## config.mk

```make
export PLATFORM = sky130hd
export DESIGN_NAME = flash_write_protection
export DESIGN_NICKNAME = d
export VERILOG_FILES = /design/src/core/flash_wp_pkg.sv /design/src/core/flash_write_protection.sv
export SDC_FILE = /design/constraint.sdc
export NUM_CORES = 1
export LEC_CHECK = 0
export BUFFER_PORTS_ARGS = -buffer_cell sky130_fd_sc_hd__buf_2
export CAP_MARGIN = 20
export CORE_ASPECT_RATIO = 1.5
export CORE_UTILIZATION = 40
export CTS_BUF_LIST = sky130_fd_sc_hd__clkbuf_4 sky130_fd_sc_hd__clkbuf_8 sky130_fd_sc_hd__clkbuf_16
export DETAILED_ROUTE_END_ITERATION = 8
export PLACE_DENSITY = 0.72
export SYNTH_ARGS = -nofsm -noshare
export SYNTH_HDL_FRONTEND = slang
export SYNTH_SLANG_ARGS = --single-unit
```

## constraint.sdc

```tcl
create_clock -name clk -period 9.1 [get_ports clk]
set_clock_uncertainty 0.1 [all_clocks]
set_input_delay 0.91 -clock clk [delete_from_list [all_inputs] [get_ports clk]]
set_output_delay 0.91 -clock clk [all_outputs]
set_load 0.03 [all_outputs]
```

## src/core/flash_wp_pkg.sv

```systemverilog
// constants and carrier types for the flash write-protection block
package flash_wp_pkg;
   // instruction opcodes
   localparam logic [7:0] OP_WRITE_ENABLE   = 8'h06;
   localparam logic [7:0] OP_WRITE_DISABLE  = 8'h04;
   localparam logic [7:0] OP_STATUS_WRITE   = 8'h01;
   localparam logic [7:0] OP_FUNC_WRITE     = 8'h42;
   localparam logic [7:0] OP_CHIP_ERASE_A   = 8'hC7;
   localparam logic [7:0] OP_CHIP_ERASE_B   = 8'h60;
   localparam logic [7:0] OP_RDPARAM_V_ALT  = 8'hC0;
   localparam logic [7:0] OP_RDPARAM_V      = 8'h63;
   localparam logic [7:0] OP_BANK_V_ALT     = 8'h17;
   localparam logic [7:0] OP_BANK_V         = 8'hC5;
   localparam logic [7:0] OP_SUSPEND        = 8'h75;
   localparam logic [7:0] OP_RESUME         = 8'h7A;

   // status register field positions
   localparam int SR_BP_LSB = 2;
   localparam int SR_QE     = 6;
   localparam int SR_STATUS_WRITE_DISABLE   = 7;
   localparam int SR_WEL    = 1;
   localparam logic [7:0] SR_WRITABLE_MASK = 8'hFC;

   // function register field positions
   localparam int FR_RST_DIS  = 0;
   localparam int FR_TBS      = 1;
   localparam int FR_PROGRAM_SUSPENDED_FLAG     = 2;
   localparam int FR_ERASE_SUSPENDED_FLAG     = 3;
   localparam int FR_IRL_LSB  = 4;
   localparam logic [7:0] FR_OTP_MASK = 8'hF3;

   // reset values
   localparam logic [7:0] SR_RESET = 8'h00;
   localparam logic [7:0] FR_RESET = 8'h00;

   // layout sizes
   localparam int BLK_W = 12;
   localparam logic [12:0] BLOCKS_4K   = 13'h1000;
   localparam logic [12:0] BLOCKS_1K   = 13'h0400;
   localparam logic [12:0] PROT_CODE13 = 13'h0C00;
   localparam logic [12:0] PROT_CODE14 = 13'h0E00;
   localparam logic [3:0]  CODE_ALL_1K = 4'hB;

   typedef enum logic [2:0] {
      OP_IDLE     = 3'b001,
      OP_PROGRAM  = 3'b010,
      OP_ERASE    = 3'b100
   } op_kind_e;

   // one instruction presented by the serial engine
   typedef struct packed {
      logic                 valid;
      logic [7:0]           opcode;
      logic                 is_program;
      logic                 is_erase;
      logic [BLK_W-1:0]     block;
      logic [7:0]           data;
   } instr_s;

   // decisions handed back to the serial engine
   typedef struct packed {
      logic                 go;
      logic                 inhibited;
      logic                 program_start;
      logic                 erase_start;
   } verdict_s;
endpackage

```

## src/core/flash_write_protection.sv

```systemverilog
// write-protect decode, status/function register guard and quad pin steering
`timescale 1ns/1ps
module flash_write_protection (
   input  wire logic                 clk,            // serial-side clock
   input  wire logic                 rst_b,          // power-up load, active low
   input  wire logic                 layout_1k,      // 1024-block option strap
   input  wire logic                 rst_dis_default,// package default of reset-disable bit
   input  wire flash_wp_pkg::instr_s instr,          // decoded instruction
   input  wire logic                 op_done,        // program or erase finished
   input  wire logic                 wp_pin_b,       // write-protect pin level
   input  wire logic                 hold_pin_b,     // hold/reset pin level
   output logic [7:0]                status_q,       // status register
   output logic [7:0]                func_q,         // function register
   output flash_wp_pkg::verdict_s    verdict_q,      // per-instruction decision
   output logic                      quad_lines_q,   // pins act as data lines 2/3
   output logic                      wp_active_q,    // high while quad is off; status lock reads the pin in both modes
   output logic                      hold_active_b_q // hold/reset asserted, active low
);
   flash_wp_pkg::op_kind_e op_q;
   logic                    init_q;
   logic [7:0]              status_d;
   logic [7:0]              func_d;

   // protected count for a code in either layout
   function automatic logic [12:0] prot_count(input logic [3:0] code, input logic one_k);
      logic [12:0] n;
      n = 13'h0000;
      if (code == 4'h0) begin
         n = 13'h0000;
      end else if (one_k) begin
         if (code >= flash_wp_pkg::CODE_ALL_1K) begin
            n = flash_wp_pkg::BLOCKS_1K;
         end else begin
            n = 13'(13'h0001 << (code - 4'h1));
         end
      end else begin
         case (code)
            4'hD:    n = flash_wp_pkg::PROT_CODE13;
            4'hE:    n = flash_wp_pkg::PROT_CODE14;
            4'hF:    n = flash_wp_pkg::BLOCKS_4K;
            default: n = 13'(13'h0001 << (code - 4'h1));
         endcase
      end
      return n;
   endfunction

   wire logic [3:0]  bp_code    = status_q[flash_wp_pkg::SR_BP_LSB +: 4];
   wire logic        write_enable_latch        = status_q[flash_wp_pkg::SR_WEL];
   wire logic        top_bottom_select        = func_q[flash_wp_pkg::FR_TBS];
   wire logic [12:0] total      = layout_1k ? flash_wp_pkg::BLOCKS_1K : flash_wp_pkg::BLOCKS_4K;
   wire logic [12:0] count      = prot_count(bp_code, layout_1k);
   wire logic [12:0] blk        = {1'b0, instr.block};
   wire logic [12:0] boundary   = 13'(total - count);
   // bottom counts up from 0, top counts down from the last block
   wire logic        in_range   = (count != 13'h0000) && (top_bottom_select ? (blk < count) : (blk >= boundary));
   wire logic        is_chip    = instr.opcode == flash_wp_pkg::OP_CHIP_ERASE_A ||
                                  instr.opcode == flash_wp_pkg::OP_CHIP_ERASE_B;
   wire logic        no_write_enable_cmd    = instr.opcode == flash_wp_pkg::OP_RDPARAM_V_ALT ||
                                  instr.opcode == flash_wp_pkg::OP_BANK_V_ALT;
   wire logic        needs_write_enable_cmd = !no_write_enable_cmd && (instr.is_program || instr.is_erase || is_chip ||
                                  instr.opcode == flash_wp_pkg::OP_STATUS_WRITE ||
                                  instr.opcode == flash_wp_pkg::OP_FUNC_WRITE ||
                                  instr.opcode == flash_wp_pkg::OP_RDPARAM_V ||
                                  instr.opcode == flash_wp_pkg::OP_BANK_V);
   // hardware lock of the status register
   wire logic        sr_locked  = status_q[flash_wp_pkg::SR_STATUS_WRITE_DISABLE] && !wp_pin_b;
   wire logic        quad       = status_q[flash_wp_pkg::SR_QE];
   wire logic        blocked    = (needs_write_enable_cmd && !write_enable_latch)
                                | ((instr.is_program || instr.is_erase) && in_range)
                                | (is_chip && bp_code != 4'h0)
                                | (instr.opcode == flash_wp_pkg::OP_STATUS_WRITE && sr_locked)
                                | (op_q != flash_wp_pkg::OP_IDLE && instr.opcode != flash_wp_pkg::OP_SUSPEND &&
                                   instr.opcode != flash_wp_pkg::OP_RESUME);
   wire logic        accept     = instr.valid && !blocked;
   wire logic        sr_write   = accept && instr.opcode == flash_wp_pkg::OP_STATUS_WRITE;
   wire logic        fr_write   = accept && instr.opcode == flash_wp_pkg::OP_FUNC_WRITE;
   wire logic        write_enable_cmd_hit   = instr.valid && instr.opcode == flash_wp_pkg::OP_WRITE_ENABLE;
   wire logic        wrdi_hit   = instr.valid && instr.opcode == flash_wp_pkg::OP_WRITE_DISABLE;
   wire logic        start_prog = accept && instr.is_program;
   wire logic        start_ers  = accept && (instr.is_erase || is_chip);
   wire logic        suspend    = instr.valid && instr.opcode == flash_wp_pkg::OP_SUSPEND &&
                                  op_q != flash_wp_pkg::OP_IDLE;
   wire logic        resume     = instr.valid && instr.opcode == flash_wp_pkg::OP_RESUME;
   wire logic        program_suspended_flag       = func_q[flash_wp_pkg::FR_PROGRAM_SUSPENDED_FLAG];
   wire logic        erase_suspended_flag       = func_q[flash_wp_pkg::FR_ERASE_SUSPENDED_FLAG];

   always_comb begin
      status_d = status_q;
      if (sr_write) begin
         status_d = (instr.data & flash_wp_pkg::SR_WRITABLE_MASK) |
                    (status_q & ~flash_wp_pkg::SR_WRITABLE_MASK);
      end
      if (write_enable_cmd_hit) begin
         status_d[flash_wp_pkg::SR_WEL] = 1'b1;
      end else if (wrdi_hit || start_prog || start_ers || sr_write || fr_write) begin
         status_d[flash_wp_pkg::SR_WEL] = 1'b0; // latch cleared by write disable or consumed by the write
      end
   end

   always_comb begin
      func_d = func_q;
      if (fr_write) begin
         // one-time bits only ever gain ones
         func_d = func_q | (instr.data & flash_wp_pkg::FR_OTP_MASK);
      end
      // set wins over clear within the same cycle
      if (resume && program_suspended_flag) begin
         func_d[flash_wp_pkg::FR_PROGRAM_SUSPENDED_FLAG] = 1'b0;
      end else if (resume && erase_suspended_flag) begin
         func_d[flash_wp_pkg::FR_ERASE_SUSPENDED_FLAG] = 1'b0;
      end
      if (suspend && op_q == flash_wp_pkg::OP_PROGRAM) begin
         func_d[flash_wp_pkg::FR_PROGRAM_SUSPENDED_FLAG] = 1'b1;
      end
      if (suspend && op_q == flash_wp_pkg::OP_ERASE) begin
         func_d[flash_wp_pkg::FR_ERASE_SUSPENDED_FLAG] = 1'b1;
      end
   end

   always_ff @(posedge clk or negedge rst_b) begin
      if (!rst_b) begin
         status_q <= flash_wp_pkg::SR_RESET;
         func_q   <= flash_wp_pkg::FR_RESET;
         init_q   <= 1'b0;
      end else begin
         status_q <= status_d;
         init_q   <= 1'b1;
         // package default captured after release, not under reset
         func_q   <= init_q ? func_d : (func_d | {7'h00, rst_dis_default});
      end
   end

   // one operation in flight; suspend parks it, resume picks it back up
   always_ff @(posedge clk or negedge rst_b) begin
      if (!rst_b) begin
         op_q <= flash_wp_pkg::OP_IDLE;
      end else begin
         case (op_q)
            flash_wp_pkg::OP_IDLE: begin
               if (resume && (program_suspended_flag || erase_suspended_flag)) begin
                  op_q <= program_suspended_flag ? flash_wp_pkg::OP_PROGRAM : flash_wp_pkg::OP_ERASE;
               end else if (start_prog) begin
                  op_q <= flash_wp_pkg::OP_PROGRAM;
               end else if (start_ers) begin
                  op_q <= flash_wp_pkg::OP_ERASE;
               end
            end
            flash_wp_pkg::OP_PROGRAM,
            flash_wp_pkg::OP_ERASE: begin
               if (suspend || op_done) begin
                  op_q <= flash_wp_pkg::OP_IDLE;
               end
            end
            default: op_q <= flash_wp_pkg::OP_IDLE;
         endcase
      end
   end

   always_ff @(posedge clk or negedge rst_b) begin
      if (!rst_b) begin
         verdict_q       <= '0;
         quad_lines_q    <= 1'b0;
         wp_active_q     <= 1'b1;
         hold_active_b_q <= 1'b1;
      end else begin
         verdict_q.go            <= accept;
         verdict_q.inhibited     <= instr.valid && blocked;
         verdict_q.program_start <= start_prog;
         verdict_q.erase_start   <= start_ers;
         // pins become data lines when quad is on; host keeps quad off if strapped
         quad_lines_q            <= quad;
         wp_active_q             <= !quad;
         hold_active_b_q         <= quad ? 1'b1 : hold_pin_b;
      end
   end

   chk_chip_erase_guard: assert property (@(posedge clk) disable iff (!rst_b)
      (instr.valid && is_chip && bp_code != 4'h0) |=> !verdict_q.go && verdict_q.inhibited)
      else $error("chip erase accepted with protect bits set");
   chk_range_inhibit: assert property (@(posedge clk) disable iff (!rst_b)
      (instr.valid && (instr.is_program || instr.is_erase) && in_range) |=> !verdict_q.program_start &&
      !verdict_q.erase_start)
      else $error("write into protected range started");
   chk_status_lock: assert property (@(posedge clk) disable iff (!rst_b)
      (sr_locked && !write_enable_cmd_hit && !wrdi_hit && op_q == flash_wp_pkg::OP_IDLE) |=>
      status_q[7:2] == $past(status_q[7:2]))
      else $error("locked status bits changed");
   chk_status_write: assert property (@(posedge clk) disable iff (!rst_b)
      (instr.valid && instr.opcode == flash_wp_pkg::OP_STATUS_WRITE && !sr_locked && write_enable_latch &&
      op_q == flash_wp_pkg::OP_IDLE) |=> status_q[7:2] == $past(instr.data[7:2]))
      else $error("status write not applied");
   chk_otp_sticky: assert property (@(posedge clk) disable iff (!rst_b)
      ((func_q & flash_wp_pkg::FR_OTP_MASK) != 8'h00) |=>
      ((func_q & $past(func_q) & flash_wp_pkg::FR_OTP_MASK) == ($past(func_q) & flash_wp_pkg::FR_OTP_MASK)))
      else $error("one-time bit cleared");
   chk_prog_suspend: assert property (@(posedge clk) disable iff (!rst_b)
      (suspend && op_q == flash_wp_pkg::OP_PROGRAM) |=> program_suspended_flag && op_q == flash_wp_pkg::OP_IDLE)
      else $error("program suspend flag not set");
   chk_erase_suspend: assert property (@(posedge clk) disable iff (!rst_b)
      (suspend && op_q == flash_wp_pkg::OP_ERASE) |=> erase_suspended_flag && op_q == flash_wp_pkg::OP_IDLE)
      else $error("erase suspend flag not set");
   chk_wel_needed: assert property (@(posedge clk) disable iff (!rst_b)
      (instr.valid && needs_write_enable_cmd && !write_enable_latch) |=> !verdict_q.go)
      else $error("write accepted without enable latch");
   chk_alt_no_write_enable_cmd: assert property (@(posedge clk) disable iff (!rst_b)
      (instr.valid && no_write_enable_cmd && op_q == flash_wp_pkg::OP_IDLE) |=> verdict_q.go)
      else $error("alternate volatile write refused");
   chk_quad_pins: assert property (@(posedge clk) disable iff (!rst_b)
      quad |=> quad_lines_q && !wp_active_q)
      else $error("quad pins not repurposed");
   chk_top_range: assert property (@(posedge clk) disable iff (!rst_b)
      (!top_bottom_select && bp_code == 4'h1 && !layout_1k) |-> (in_range == (instr.block == 12'hFFF)))
      else $error("top range decode wrong");

   // enable latch: set by its own command, cleared by write disable, spent by an accepted program, erase, status or function write
   chk_wel_set: assert property (@(posedge clk) disable iff (!rst_b)
      write_enable_cmd_hit |=> write_enable_latch)
      else $error("enable latch not set");

   chk_wel_clear: assert property (@(posedge clk) disable iff (!rst_b)
      wrdi_hit |=> !write_enable_latch)
      else $error("enable latch not cleared by disable");

   chk_wel_op_spent: assert property (@(posedge clk) disable iff (!rst_b)
      ((start_prog || start_ers) && !write_enable_cmd_hit) |=> !write_enable_latch)
      else $error("enable latch kept after operation start");

   chk_wel_reg_spent: assert property (@(posedge clk) disable iff (!rst_b)
      (sr_write || fr_write) |=> !write_enable_latch)
      else $error("enable latch kept after register write");

   // range decode corners; the index compare must match the block tables
   chk_bottom_range: assert property (@(posedge clk) disable iff (!rst_b)
      (top_bottom_select && bp_code == 4'h1 && !layout_1k) |-> (in_range == (instr.block == 12'h000)))
      else $error("bottom range decode wrong");

   chk_zero_code: assert property (@(posedge clk) disable iff (!rst_b)
      (bp_code == 4'h0) |-> !in_range)
      else $error("zero protect code protects a block");

   chk_all_4k: assert property (@(posedge clk) disable iff (!rst_b)
      (!layout_1k && bp_code == 4'hF) |-> in_range)
      else $error("full protect code leaves a block open");

   chk_code13_top: assert property (@(posedge clk) disable iff (!rst_b)
      (!layout_1k && !top_bottom_select && bp_code == 4'hD) |-> (in_range == (instr.block >= 12'h400)))
      else $error("code 13 top range wrong");

   chk_code14_bottom: assert property (@(posedge clk) disable iff (!rst_b)
      (!layout_1k && top_bottom_select && bp_code == 4'hE) |-> (in_range == (instr.block < 12'hE00)))
      else $error("code 14 bottom range wrong");

   chk_all_1k: assert property (@(posedge clk) disable iff (!rst_b)
      (layout_1k && bp_code >= 4'hB && instr.block < 12'h400) |-> in_range)
      else $error("1024-block full code leaves a block open");

   chk_1k_code10: assert property (@(posedge clk) disable iff (!rst_b)
      (layout_1k && !top_bottom_select && bp_code == 4'hA) |-> (in_range == (instr.block >= 12'h200)))
      else $error("1024-block code 10 range wrong");

   chk_chip_erase_free: assert property (@(posedge clk) disable iff (!rst_b)
      (instr.valid && is_chip && bp_code == 4'h0 && write_enable_latch && op_q == flash_wp_pkg::OP_IDLE) |=>
      verdict_q.erase_start)
      else $error("chip erase refused with protect bits clear");

   // suspend flags clear on resume, the program flag ahead of the erase flag, and are not host writable
   chk_prog_resume: assert property (@(posedge clk) disable iff (!rst_b)
      (resume && program_suspended_flag) |=> !program_suspended_flag)
      else $error("program suspend flag not cleared");

   chk_erase_resume: assert property (@(posedge clk) disable iff (!rst_b)
      (resume && erase_suspended_flag && !program_suspended_flag) |=> !erase_suspended_flag)
      else $error("erase suspend flag not cleared");

   chk_susp_readonly: assert property (@(posedge clk) disable iff (!rst_b)
      fr_write |=> (func_q[3:2] == $past(func_q[3:2])))
      else $error("suspend flags changed by register write");

   // status lock and pin steering
   chk_hold_pin: assert property (@(posedge clk) disable iff (!rst_b)
      !quad |=> (wp_active_q && !quad_lines_q && hold_active_b_q == $past(hold_pin_b)))
      else $error("protect and hold pin functions not live");

   chk_quad_hold: assert property (@(posedge clk) disable iff (!rst_b)
      quad |=> hold_active_b_q)
      else $error("hold asserted while pins are data lines");

   chk_lock_refuse: assert property (@(posedge clk) disable iff (!rst_b)
      (instr.valid && instr.opcode == flash_wp_pkg::OP_STATUS_WRITE && sr_locked) |=>
      verdict_q.inhibited && !verdict_q.go)
      else $error("locked status write not refused");

   chk_unlock_pin_high: assert property (@(posedge clk) disable iff (!rst_b)
      (instr.valid && instr.opcode == flash_wp_pkg::OP_STATUS_WRITE &&
      status_q[flash_wp_pkg::SR_STATUS_WRITE_DISABLE] && wp_pin_b && write_enable_latch && op_q == flash_wp_pkg::OP_IDLE &&
      !instr.is_program && !instr.is_erase) |=> verdict_q.go)
      else $error("status write refused with protect pin high");
endmodule

```

Word level (Yosys, flattened, before mapping)
Cells that the tools add are included.
{"block": "totals", "inputBits": 38, "register_bits": 27, "elab_cells": 122}
{"block": "classes", "n_eq_ne": 23, "n_shift": 1, "n_lt_le_gt_ge": 3, "bitwise": 7, "n_addsub": 2, "mux": 23, "n_reduce_logical": 51}
{"cell": "13-bit 2-to-1 mux", "count": 4}
{"cell": "8-bit by 7-bit == test with 1-bit output (second input constant)", "count": 5}
{"cell": "13-bit case mux with 3 select lines", "count": 1}
{"cell": "1-bit logical AND", "count": 25}
{"cell": "8-bit == test (second input constant)", "count": 3}
{"cell": "8-bit by 3-bit == test with 1-bit output (second input constant)", "count": 2}
{"cell": "8-bit 2-to-1 mux", "count": 2}
{"cell": "8-bit by 7-bit inequality test with 1-bit output (second input constant)", "count": 2}
{"cell": "1-bit logical OR", "count": 15}
{"cell": "3-bit 2-to-1 mux", "count": 5}
{"cell": "12-bit by 13-bit greater-or-equal comparator with 1-bit output", "count": 1}
{"cell": "12-bit by 13-bit < comparator with 1-bit output", "count": 1}
{"cell": "13-bit nonzero test", "count": 1}
{"cell": "1-bit by 4-bit << shifter with 13-bit output (first input constant)", "count": 1}
{"cell": "13-bit subtractor", "count": 1}
{"cell": "4-bit == test (second input constant)", "count": 3}
{"cell": "1-bit 2-to-1 mux", "count": 9}
{"cell": "8-bit by 1-bit == test with 1-bit output (second input constant)", "count": 1}
{"cell": "8-bit by 5-bit == test with 1-bit output (second input constant)", "count": 1}
{"cell": "8-bit by 1-bit bitwise OR with 8-bit output", "count": 1}
{"cell": "8-bit by 2-bit bitwise OR with 8-bit output", "count": 1}
{"cell": "8-bit bitwise OR", "count": 1}
{"cell": "3-bit case mux with 2 select lines", "count": 1}
{"cell": "1-bit zero test", "count": 5}
{"cell": "other kinds (15)", "count": 18}

Depth between registers and ports, before layout
Gate-level depths: netlist of run 1.
{"block": "logic_depth", "ltp_word": 23, "mapped_depth": 18, "ltp_nobuf": 16}

Worst setup path after synthesis of run 1
Ideal clock, no wire load.
{"block": "synth_path", "path_type": "register -> register", "from": "register status_q[4]", "to": "register status_q[2]", "arrival_time_ps": 3536, "setup_slack_ps": 5339, "path_stages_with_launch": 18, "synth_period_minus_slack_ps": 3761, "path_buffers": 2, "required_ps": 8875, "path_cell_list": "dfrtp_1 > buf_2 > buf_1 > xor2_1 > nand2_1 > nand2_1 > nand2_1 > ha_1 > a21oi_1 > xor2_1 > ha_1 > a211oi_1 > nand2_1 > o221a_2 > o31a_1 > o211ai_2 > nand4_2 > mux2_2"}
{"block": "synth_between", "elab_chain_cells": 17}
{"item": "start, declared", "line_no": "flash_write_protection.sv:12", "source": "output logic [7:0] status_q,"}
{"item": "start signal, assigned", "line_no": "flash_write_protection.sv:122", "source": "status_q <= flash_wp_pkg::SR_RESET;"}
{"item": "start signal, assigned", "line_no": "flash_write_protection.sv:126", "source": "status_q <= status_d;"}
{"item": "4-bit by 1-bit subtractor with 4-bit output", "line_no": "flash_write_protection.sv:34, flash_write_protection.sv:41"}
{"item": "1-bit by 4-bit << shifter with 13-bit output", "line_no": "flash_write_protection.sv:34, flash_write_protection.sv:41"}
{"item": "13-bit case mux with 3 select lines or 13-bit 2-to-1 mux (tied branches)", "line_no": "flash_write_protection.sv:37, flash_write_protection.sv:31"}
{"item": "13-bit 2-to-1 mux", "line_no": "flash_write_protection.sv:30", "source": "end else if (one_k) begin"}
{"item": "13-bit 2-to-1 mux", "line_no": "flash_write_protection.sv:28", "source": "if (code == 4'h0) begin"}
{"item": "13-bit subtractor", "line_no": "flash_write_protection.sv:53", "source": "wire logic [12:0] boundary = 13'(total - count);"}
{"item": "12-bit by 13-bit greater-or-equal comparator with 1-bit output", "line_no": "flash_write_protection.sv:55", "source": "wire logic in_range = (count != 13'h0000) && (top_bottom_select ? (blk < count) : (blk >= boundary));"}
{"item": "1-bit 2-to-1 mux", "line_no": "flash_write_protection.sv:55"}
{"item": "1-bit logical AND", "line_no": "flash_write_protection.sv:55"}
{"item": "1-bit logical AND", "line_no": "flash_write_protection.sv:69", "source": "| ((instr.is_program || instr.is_erase) && in_range)"}
{"item": "1-bit bitwise OR", "line_no": "flash_write_protection.sv:69"}
{"item": "1-bit bitwise OR *", "line_no": "flash_write_protection.sv:70", "source": "| (is_chip && bp_code != 4'h0)"}
{"item": "1-bit bitwise OR *", "line_no": "flash_write_protection.sv:71", "source": "| (instr.opcode == flash_wp_pkg::OP_STATUS_WRITE && sr_locked)"}
{"item": "1-bit bitwise OR *", "line_no": "flash_write_protection.sv:72", "source": "| (op_q != flash_wp_pkg::OP_IDLE && instr.opcode != flash_wp_pkg::OP_SUSPEND &&"}
{"item": "1-bit zero test *", "line_no": "flash_write_protection.sv:74", "source": "wire logic accept = instr.valid && !blocked;"}
{"item": "1-bit logical AND *", "line_no": "flash_write_protection.sv:74"}
{"item": "1-bit logical AND *", "line_no": "flash_write_protection.sv:75", "source": "wire logic sr_write = accept && instr.opcode == flash_wp_pkg::OP_STATUS_WRITE;"}
Every way passes the cells marked *; elsewhere a longest branch is shown, timed or not.
A chain may end at the register's enable or synchronous reset.

Worst setup path after layout of run 1
{"block": "layout_path", "from": "register status_q[2]", "to": "register status_q[7]"}
Same word-level chain as after synthesis.

==> impl_metrics.env, run 1 <==
export IMPL_path_class="flop to flop"
export IMPL_p_int_uw=232
export IMPL_crit_chain="inv_1, nor2_1, o21ai_0, nand2_1, nand2_1, ha_1, a21oi_1, xor2_1, ha_1, a211oi_1, nand2_1, o221a_2, o31a_1, o211ai_2, nand4_2, mux2_2"
export IMPL_area_growth_pct=16.7
export IMPL_synth_area_leaders="dfrtp_1 (25%), ha_1 (14%), nand2_1 (4.1%)"
export IMPL_layout_commonest_cell="buf_2"
export IMPL_avgSynthCellArea_sq_um=8.70
export IMPL_rsz0062_at_grt="false"
export IMPL_io_buffers=59
export IMPL_grt_use_met3=0.0157
export IMPL_seqPwrFrac=0.397
export IMPL_path_depth=16
export IMPL_timing_critical_path_mode_cell="nand2_1"
export IMPL_synth_top_family_by_area="simple AND/OR/NAND/NOR gates"
export IMPL_tns_ns=0
export IMPL_slowest_delay_ns=0.65
export IMPL_antenna_found_initial=0
export IMPL_synth_edff_count=0
export IMPL_drive_gt1_frac=0.268
export IMPL_cts_resized=0
export IMPL_ir_drop_mv=0.113
export IMPL_min_period_ns=4.05
export IMPL_firstDrtPassIters=4
export IMPL_reg2regPathDepth=16
export IMPL_yosysSeqAreaShare=0.285
export IMPL_clockBufferDepth=2
export IMPL_vias_per_cell=5.82
export IMPL_num_io_pins=61
export IMPL_die_h_um=94.8
export IMPL_p_leak_uw=0.00129
export IMPL_synthesis_nets=327
export IMPL_clkLatencyLatePin_ns=0.27
export IMPL_grt_ovfl_total=0
export IMPL_final_area_sq_um=2680
export IMPL_grt_pass1_wl_um=9580
export IMPL_drv_cap=0
export IMPL_p_clk_frac=0.274
export IMPL_wl_per_cell_um=15.6
export IMPL_p_per_area_nw_per_um2=128
export IMPL_hold_class="flop to flop"
export IMPL_synth_simple_gate_area_frac=0.241
export IMPL_top_usage_layer="met2"
export IMPL_grt_max_degree=27
export IMPL_synth_top_cell_by_area="dfrtp_1"
export IMPL_tightest_slew_ns=0.826
export IMPL_p_comb_frac=0.329
export IMPL_synth_area_sq_um=2300
export IMPL_synth_compound_area_share=0.223
export IMPL_synth_top_area_frac=0.251
export IMPL_fin_nets=377
export IMPL_setup_violations_final=0
export IMPL_cts_made_buffers=3
export IMPL_drt_iter0_drc=165
export IMPL_synthCells=264
export IMPL_htreeDepth=1
export IMPL_routabilityCongestion=0.916
export IMPL_grt_total_usage=0.200
export IMPL_cp_end_kind="flop"
export IMPL_hold_depth=0
export IMPL_grt_pass1_vias=2088
export IMPL_cp_data_arrival_time_ns=4.10
export IMPL_critPathLaunchType="flop"
export IMPL_cts_sinks=26
export IMPL_ant_nets=0
export IMPL_dp_hpwl_um=4820
export IMPL_cts_hold_buf=0
export IMPL_dieArea_sq_um=6060
export IMPL_synth_seq_cells=26
export IMPL_placement_cell_area_sq_um=2610
export IMPL_async_flop_share=1.00
export IMPL_hold_viol=0
export IMPL_yosys_warnings=0
export IMPL_synthDistinctLibCells=63
export IMPL_slew_viol_final=0
export IMPL_synthMuxAreaShare=0.0387
export IMPL_use_met1=0.222
export IMPL_grtUsageMet2=0.395
export IMPL_synth_adder_area_share=0.136
export IMPL_drc=0
export IMPL_final_cell_mix="buf_2 (59), nand2_1 (25), ha_1 (25)"
export IMPL_initial_utilization=0.418
export IMPL_crit_required_ns=9.16
export IMPL_path_max_fanout=15
export IMPL_p_switching_uw=110
export IMPL_slew_headroom=0.444
export IMPL_num_vias=2229
export IMPL_cts_root_buf="clkbuf_8"
export IMPL_antenna_cells=0
export IMPL_path_delay_family="compound AO/OA/AOI/OAI gates"
export IMPL_tritoncts="built"
export IMPL_fmax_mhz=247
export IMPL_post_cts_repair_setup_buffers=0
export IMPL_routed_wl_um=5980
export IMPL_sw_frac_of_total=0.322
export IMPL_crit_path_top_delay_cell="dfrtp_1"
export IMPL_synth_ff_type="dfrtp_1"
export IMPL_synth_xor_area_share=0.0229
export IMPL_die_width_um=63.9
export IMPL_status="completed"
export IMPL_clkTransAtPathRegs_ns=0.09
export IMPL_totalPowerFinal_uw=343
export IMPL_rows=33
export IMPL_fin_crit_sh=0.445
export IMPL_core_area_sq_um=5490
export IMPL_worstPathBufferInverterCount=1
-- synthesized netlist by cell type, types with 2 or more instances --
| cell type | number |
|---|---|
| or3_1 | 5 |
| a22o_1 | 2 |
| buf_4 | 2 |
| and3_1 | 5 |
| a211oi_1 | 4 |
| dfstp_2 | 3 |
| nand2_1 | 25 |
| a41o_1 | 2 |
| and4_1 | 2 |
| ha_1 | 25 |
| o21a_1 | 3 |
| xor2_1 | 3 |
| nor4bb_1 | 2 |
| nor2_1 | 15 |
| nor3_1 | 9 |
| nor3b_1 | 2 |
| mux2_2 | 7 |
| buf_2 | 2 |
| nand2b_1 | 8 |
| a31o_1 | 6 |
| a21oi_1 | 11 |
| o211ai_1 | 4 |
| nor2b_1 | 5 |
| dfrtp_1 | 23 |
| inv_1 | 12 |
| buf_1 | 2 |
| xnor2_1 | 3 |
| clkbuf_1 | 7 |
| conb_1 | 2 |
| nand3b_1 | 2 |
| nand3_1 | 6 |
| o21ai_0 | 18 |
| a21o_1 | 2 |
| nand4_1 | 2 |
| a31oi_1 | 4 |
| or4_1 | 2 |
-- through the flow --
stage | setup WS (ns) | hold slack [ns] | instances | util
global placement | 5.19 | 0.347 | 379 | 0.475
detailed placement | 5.10 | 0.346 | 379 | 0.475
global route | 4.75 | 0.383 | 383 | 0.488
finish | 5.05 | 0.363 | 383 | 0.488
floorplan | 5.34 | 0.425 | 264 | -
CTS | 5.07 | 0.367 | 383 | 0.488
-- cell type report --
cell class,count,area (sq um)
Fill cell,529,2810
Multi-Input combinational cell,212,1530
Sequential cell,26,654
Timing Repair Buffer,59,295
Tap cell,70,87.6
Inverter,12,45.0
Clock buffer,3,41.3
Clock inverter,1,30.0
-- power by group through the flow --
stage / clock network (uW) / logic, uW / registers [uW]
floorplan: 0 / 70.3 / 146
global placement: 0 / 111 / 138
detailed placement: 0 / 112 / 138
CTS: 95.6 / 113 / 136
global route: 100 / 126 / 138
finish: 93.9 / 113 / 136
-- registers in the layout, summed over array words and instances, names as in the netlist --
| signal | flops |
|---|---|
| func_q | 8 |
| wp_active_q | 1 |
| op_q | 3 |
| init_q | 1 |
| verdict_q | 4 |
| status_q | 7 |
| quad_lines_q | 1 |
| hold_active_b_q | 1 |
-- logic make-up (layout without fill, tap and decap cells) --
family                     after synthesis  count (layout)
other                                    2               2
buffers and inverters                   26              75
DFF                                     26              26
muxes                                    8               8
AOI/OAI and AO/OA                       71              71
and+or+nand+nor                        100             100
xor gates and xnor gates                 6               6
adders and majority gates               25              25
-- per-layer routing --
layer / share of wire / routed length (um)
met5: 0 / 0
met1: 0.40 / 2380
met3: 0.037 / 219
met2: 0.55 / 3290
met4: 0.015 / 91
-- path summary, 6_finish.rpt --
kind	end	slack (ns)	startpoint
worst min-delay path	quad_lines_q	0.36	status_q[6]
worst max register to register	status_q[7]	5.05	status_q[2]
max in group asynchronous	op_q[0]	8.00	rst_b
min in group asynchronous	init_q	0.52	rst_b
worst max-delay path	status_q[7]	5.05	status_q[2]
worst min register to register	quad_lines_q	0.36	status_q[6]
(Power assumes the default switching activity.)
==> run 2, diff against run 1 <==
--- a/config.mk
+++ b/config.mk
@@ -5,13 +5,14 @@
 export SDC_FILE = /design/constraint.sdc
 export NUM_CORES = 1
 export LEC_CHECK = 0
+export ABC_AREA = 1
 export BUFFER_PORTS_ARGS = -buffer_cell sky130_fd_sc_hd__buf_2
 export CAP_MARGIN = 20
 export CORE_ASPECT_RATIO = 1.5
 export CORE_UTILIZATION = 40
 export CTS_BUF_LIST = sky130_fd_sc_hd__clkbuf_4 sky130_fd_sc_hd__clkbuf_8 sky130_fd_sc_hd__clkbuf_16
 export DETAILED_ROUTE_END_ITERATION = 8
-export PLACE_DENSITY = 0.72
+export PLACE_DENSITY = 0.75
 export SYNTH_ARGS = -nofsm -noshare
 export SYNTH_HDL_FRONTEND = slang
 export SYNTH_SLANG_ARGS = --single-unit
==> constraint.sdc (replaced) <==
create_clock -name clk -period 3.46 [get_ports clk]
set_clock_uncertainty 0.1 [all_clocks]
set_input_delay 0.346 -clock clk [delete_from_list [all_inputs] [get_ports clk]]
set_output_delay 0.346 -clock clk [all_outputs]
set_load 0.03 [all_outputs]
==> impl_metrics.env, run 2 <==
export IMPL_clkLatencyLatePin_ns=0.27
export IMPL_multi_input_area_sq_um=1450
export IMPL_cp_data_arrival_time_ns=3.38
export IMPL_htreeDepth=1
export IMPL_antenna_found_initial=0
export IMPL_hold_depth=2
export IMPL_dp_hpwl_um=4640
export IMPL_fin_nets=460
export IMPL_slew_viol_final=0
export IMPL_holdPathEnd="hold_active_b_q"
export IMPL_num_io_pins=61
export IMPL_ir_drop_mv=0.379
export IMPL_critPathLaunch="status_q[3]"
export IMPL_cts_sinks=26
export IMPL_clockBufferDepth=2
export IMPL_crit_path_top_delay_cell="dfrtp_1"
export IMPL_tns_ns=0
export IMPL_routabilityCongestion=0.858
export IMPL_synthDistinctLibCells=37
export IMPL_fmax_mhz=302
export IMPL_drv_cap=0
export IMPL_path_max_fanout=4
export IMPL_synth_seq_cells=26
export IMPL_rsz0062_at_grt="true"
export IMPL_async_flop_share=1.00
export IMPL_fin_crit_sh=0.958
export IMPL_p_per_area_nw_per_um2=334
export IMPL_tightest_slew_ns=0.573
export IMPL_synthCells=327
export IMPL_core_area_sq_um=5530
export IMPL_cts_made_buffers=3
export IMPL_setup_ws_ns=0.146
export IMPL_ff2ff_setup_slack_ns=0.15
export IMPL_status="completed"
export IMPL_yosysMostFrequentCell="nand2_1"
export IMPL_largest_reg_flops=8
export IMPL_synthesis_nets=390
export IMPL_synth_area_leaders="dfrtp_1 (25%), ha_1 (14%), nand2_1 (13%)"
export IMPL_regArea_sq_um=654
export IMPL_final_cell_mix="nand2_1 (78), buf_2 (59), inv_1 (55)"
export IMPL_r2r_end="op_q[2]"
export IMPL_grt_max_degree=27
export IMPL_hold_class="primary input to flop"
export IMPL_min_period_ns=3.31
export IMPL_reg_top3="func_q x8, status_q x7, verdict_q x4"
export IMPL_layout_commonest_cell="nand2_1"
export IMPL_num_vias=2313
export IMPL_p_leak_uw=0.00161
export IMPL_area_growth_pct=24.5
export IMPL_drt_iter0_drc=102
export IMPL_critPathLaunchType="flop"
export IMPL_firstDrtPassIters=4
export IMPL_synth_area_sq_um=2310
export IMPL_synth_ff_type="dfrtp_1"
export IMPL_dpl_worst_slack_ns=0.0581
export IMPL_yosysSeqAreaShare=0.283
export IMPL_hold_viol=0
export IMPL_timing_critical_path_mode_cell="nand2_1"
export IMPL_drc=0
export IMPL_io_buffers=59
export IMPL_crit_required_ns=3.53
export IMPL_timing_rr_start="status_q[3]"
export IMPL_grt_pass1_wl_um=9240
export IMPL_synth_edff_count=0
export IMPL_grt_pass1_vias=2291
export IMPL_die_width_um=64.1
export IMPL_setup_violations_final=0
export IMPL_grt_total_usage=0.189
export IMPL_top_register="func_q"
export IMPL_dieArea_sq_um=6090
export IMPL_synth_top_cells_by_count="nand2_1 (80), inv_1 (56), nor2_1 (32), ha_1 (25), dfrtp_1 (23)"
export IMPL_grt_ovfl_total=0
export IMPL_drive_gt1_frac=0.295
export IMPL_avgSynthCellArea_sq_um=7.07
export IMPL_initial_utilization=0.418
export IMPL_synth_top_cell_by_area="dfrtp_1"
export IMPL_clkTransAtPathRegs_ns=0.09
export IMPL_antenna_cells=0
export IMPL_die_h_um=95.1
export IMPL_slew_headroom=0.618
export IMPL_cp_end_kind="flop"
export IMPL_path_class="flop to flop"
export IMPL_rows=33
export IMPL_routed_wl_um=5490
export IMPL_yosys_warnings=0
export IMPL_cts_root_buf="clkbuf_8"
export IMPL_wl_per_cell_um=11.8
export IMPL_ant_nets=0
export IMPL_reg2regPathDepth=30
export IMPL_fill_cells=553
export IMPL_tritoncts="built"
export IMPL_synth_top_area_frac=0.249
export IMPL_hp_start="hold_pin_b"
export IMPL_slowest_delay_ns=0.40
export IMPL_vias_per_cell=4.96
-- run 2: changes by cell type after synthesis, moves of 5 or more --
cell	previous run	this run
a31o_1	6	0
clkbuf_1	7	0
inv_1	12	56
mux2_2	7	0
nand2_1	25	80
nand2b_1	8	0
nand3_1	6	16
nand3_2	0	5
nand4_1	2	7
nor2_1	15	32
nor2b_1	5	0
o21ai_0	18	6
or3_1	5	0
-- run 2: kinds of logic after synthesis --
logic type	after synthesis	synth area share
adders and majority gates	25	0.135
DFF	26	0.283
and+or+nand+nor	166	0.338
AOI/OAI and AO/OA	36	0.0985
xor gates and xnor gates	7	0.0265
buffers and inverters	65	0.115
other	2	0.00325
-- run 2: worst max path at each step --
| stage | endpoint | slack, ns | cells after the start |
|---|---|---|---|
| 2_1_floorplan | status_q[6] | 0.08 | 30 |
| 3_3_place_gp | status_q[3] | 0.20 | 29 |
| 3_5_place_dp | status_q[3] | 0.06 | 29 |
| 4_1_cts | status_q[2] | 0.04 | 29 |
| 5_1_grt | op_q[2] | -0.22 | 30 |
| 6_report | op_q[2] | 0.15 | 30 |
-- run 2: timing repair --
action,4_1_cts,5_1_grt
endpoints found under the setup margin,0,17
setup buffers,0,5
hold buffers,1,0
resized for setup,0,19
hold endpoints to repair,23,0
-- run 2: area by class of cell --
class | count | share of cell area
inverters | 60 | 0.0800
flip-flops and latches | 26 | 0.227
clock buffers | 3 | 0.0144
repair buffers | 70 | 0.132
well taps | 70 | 0.0304
clock inverters | 1 | 0.0104
multi-input cells | 236 | 0.505
-- run 2: worst max-delay path, delay by kind of cell, from the launching register on --
kind | cells | cell delay, ns
xor gates and xnor gates | 1 | 0.12
adders and majority gates | 2 | 0.51
buffers and inverters | 3 | 0.21
DFF | 1 | 0.40
and+or+nand+nor | 24 | 1.83
-- run 2: where the power goes --
group	switching (uW)	internal [uW]	total [uW]
clock network	96.3	155	251
registers	19.1	338	357
logic	223	130	352
-- run 2: metal layers --
metal  share of wire  routed length (um)  global-route usage
met3           0.046                 251              0.0263
met4           0.013                  73              0.0398
met2            0.54                2990               0.382
met5               0                   0                   0
met1            0.40                2180               0.204
-- run 2: stage by stage --
step	hold slack, ns	instance area [sq um]	util	power, uW	std cells
after floorplan	-0.0496	2310	-	592	327
after detailed placement	0.273	2690	0.487	692	456
after global placement	0.270	2690	0.487	684	456
after global routing	0.170	2880	0.520	1020	466
after CTS	0.158	2770	0.501	945	461
final	0.160	2880	0.520	961	466
==> run 3, diff against run 2 <==
--- a/config.mk
+++ b/config.mk
@@ -12,7 +12,7 @@
 export CORE_UTILIZATION = 40
 export CTS_BUF_LIST = sky130_fd_sc_hd__clkbuf_4 sky130_fd_sc_hd__clkbuf_8 sky130_fd_sc_hd__clkbuf_16
 export DETAILED_ROUTE_END_ITERATION = 8
-export PLACE_DENSITY = 0.75
+export PLACE_DENSITY = 0.72
 export SYNTH_ARGS = -nofsm -noshare
 export SYNTH_HDL_FRONTEND = slang
 export SYNTH_SLANG_ARGS = --single-unit
==> constraint.sdc (replaced) <==
create_clock -name clk -period 3.1 [get_ports clk]
set_clock_uncertainty 0.1 [all_clocks]
set_input_delay 0.31 -clock clk [delete_from_list [all_inputs] [get_ports clk]]
set_output_delay 0.31 -clock clk [all_outputs]
set_load 0.03 [all_outputs]
==> impl_metrics.env, run 3 (synthesized netlist as in run 2, its figures left out) <==
export IMPL_top_register="func_q"
export IMPL_path_max_fanout=5
export IMPL_status="complete, but fails checks"
export IMPL_hp_start="hold_pin_b"
export IMPL_slew_viol_final=0
export IMPL_fill_cells=555
export IMPL_setup_ws_ns=-0.156
export IMPL_violations="negative setup slack"
export IMPL_hold_depth=2
export IMPL_final_area_sq_um=3090
export IMPL_htreeDepth=1
export IMPL_grt_total_usage=0.198
export IMPL_clkTransAtPathRegs_ns=0.09
export IMPL_grt_ovfl_total=0
export IMPL_routabilityCongestion=0.926
export IMPL_drc=0
export IMPL_cts_root_buf="clkbuf_8"
export IMPL_antenna_found_initial=0
export IMPL_grt_pass1_vias=2321
export IMPL_rsz0062_at_grt="true"
export IMPL_clkLatencyLatePin_ns=0.28
export IMPL_crit_required_ns=3.18
export IMPL_crit_path_top_delay_cell="dfrtp_2"
export IMPL_tns_ns=-1.44
export IMPL_vias_per_cell=4.97
export IMPL_tritoncts="built"
export IMPL_die_h_um=95.1
export IMPL_hold_class="primary input to flop"
export IMPL_core_area_sq_um=5530
export IMPL_die_width_um=64.1
export IMPL_slowest_delay_ns=0.42
export IMPL_drv_cap=0
export IMPL_grt_max_degree=27
export IMPL_drive_gt1_frac=0.359
export IMPL_min_period_ns=3.26
export IMPL_initial_utilization=0.418
export IMPL_fin_crit_sh=1.05
export IMPL_ff2ff_setup_slack_ns=-0.16
export IMPL_io_buffers=59
export IMPL_cts_sinks=26
export IMPL_routed_wl_um=5830
export IMPL_p_per_area_nw_per_um2=362
export IMPL_path_class="flop to flop"
export IMPL_layout_commonest_cell="nand2_1"
export IMPL_holdPathEnd="hold_active_b_q"
export IMPL_ant_nets=0
export IMPL_num_io_pins=61
export IMPL_r2r_end="op_q[2]"
export IMPL_grt_pass1_wl_um=9560
export IMPL_placement_cell_area_sq_um=2810
export IMPL_cp_data_arrival_time_ns=3.34
export IMPL_timing_rr_start="status_q[3]"
export IMPL_final_cell_mix="nand2_1 (72), buf_2 (59), inv_1 (50)"
export IMPL_antenna_cells=0
export IMPL_tightest_slew_ns=0.582
export IMPL_firstDrtPassIters=4
export IMPL_dieArea_sq_um=6090
export IMPL_largest_reg_flops=8
export IMPL_timing_critical_path_mode_cell="nand2_1"
export IMPL_drt_iter0_drc=90
export IMPL_fin_nets=476
export IMPL_cts_made_buffers=3
export IMPL_fmax_mhz=307
export IMPL_area_growth_pct=33.7
export IMPL_reg2regPathDepth=30
export IMPL_num_vias=2394
export IMPL_wl_per_cell_um=12.1
export IMPL_rows=33
export IMPL_reg_top3="func_q x8, status_q x7, verdict_q x4"
export IMPL_p_leak_uw=0.00170
export IMPL_setup_violations_final=17
export IMPL_clockBufferDepth=2
export IMPL_ir_drop_mv=0.473
export IMPL_slew_headroom=0.609
export IMPL_cp_end_kind="flop"
export IMPL_hold_viol=0
export IMPL_critPathLaunchType="flop"
export IMPL_dp_hpwl_um=4600
## run 3: changes by cell type in the layout (fill, tap and decap cells not counted), sizes merged
cell	previous run	this run
buf	69	84
nand2	84	85
## run 3: area by class of cell
cell class | instances | area, sq um | area share
clock buffer | 3 | 41.3 | 0.0134
clock inverter | 1 | 30.0 | 0.00972
inverter | 60 | 235 | 0.0761
multi-input combinational | 237 | 1540 | 0.498
sequential | 26 | 658 | 0.213
tap | 70 | 87.6 | 0.0283
timing repair buffer | 85 | 500 | 0.162
## run 3: power by group
group / switching (uW) / internal (uW) / total (uW)
Sequential: 19.4 / 378 / 397
Clock: 112 / 173 / 285
Combinational: 265 / 171 / 436
## run 3: routing by layer
metal	GRT usage	wire length, um	vias up
met5	0	0	-
met4	0.0625	93	0
met3	0.0239	256	9
met2	0.396	3190	62
met1	0.209	2290	1100
li1	-	-	1223
## run 3: stage by stage
step	total power (uW)	hold WS, ns	util	worst slack (ns)	std cells
4_1_cts	1100	0.112	0.535	-0.121	479
2_1_floorplan	669	-0.0856	-	-0.106	327
5_1_grt	1200	0.114	0.559	-0.460	482
6_report	1120	0.112	0.559	-0.156	482
3_5_place_dp	790	0.239	0.508	-0.209	469
3_3_place_gp	781	0.235	0.508	-0.0680	469
## run 3: timing repair
item	in CTS	in global routing
setup endpoints to repair	17	20
hold buffers	1	0
endpoints found under the hold margin	23	0
cloned	1	0
resized for setup	9	31
buffers inserted	4	5
pin swaps	6	14
## run 3: how the worst max path moves through the flow
stage | startpoint | to | cells after the start | slack [ns]
finish | status_q[3] | op_q[2] | 30 | -0.16
CTS | status_q[3] | status_q[1] | 29 | -0.12
global route | status_q[3] | op_q[2] | 28 | -0.46
global placement | status_q[3] | status_q[2] | 29 | -0.07
detailed placement | status_q[3] | status_q[3] | 29 | -0.21
floorplan | status_q[3] | status_q[6] | 30 | -0.11
## run 3: critical path: cells and delay by family (launching register included)
kind	cells	cell delay, ns
xor+xnor	1	0.05
flops	1	0.42
fa+ha+maj	2	0.50
buf+inv	4	0.30
simple gates	23	1.78
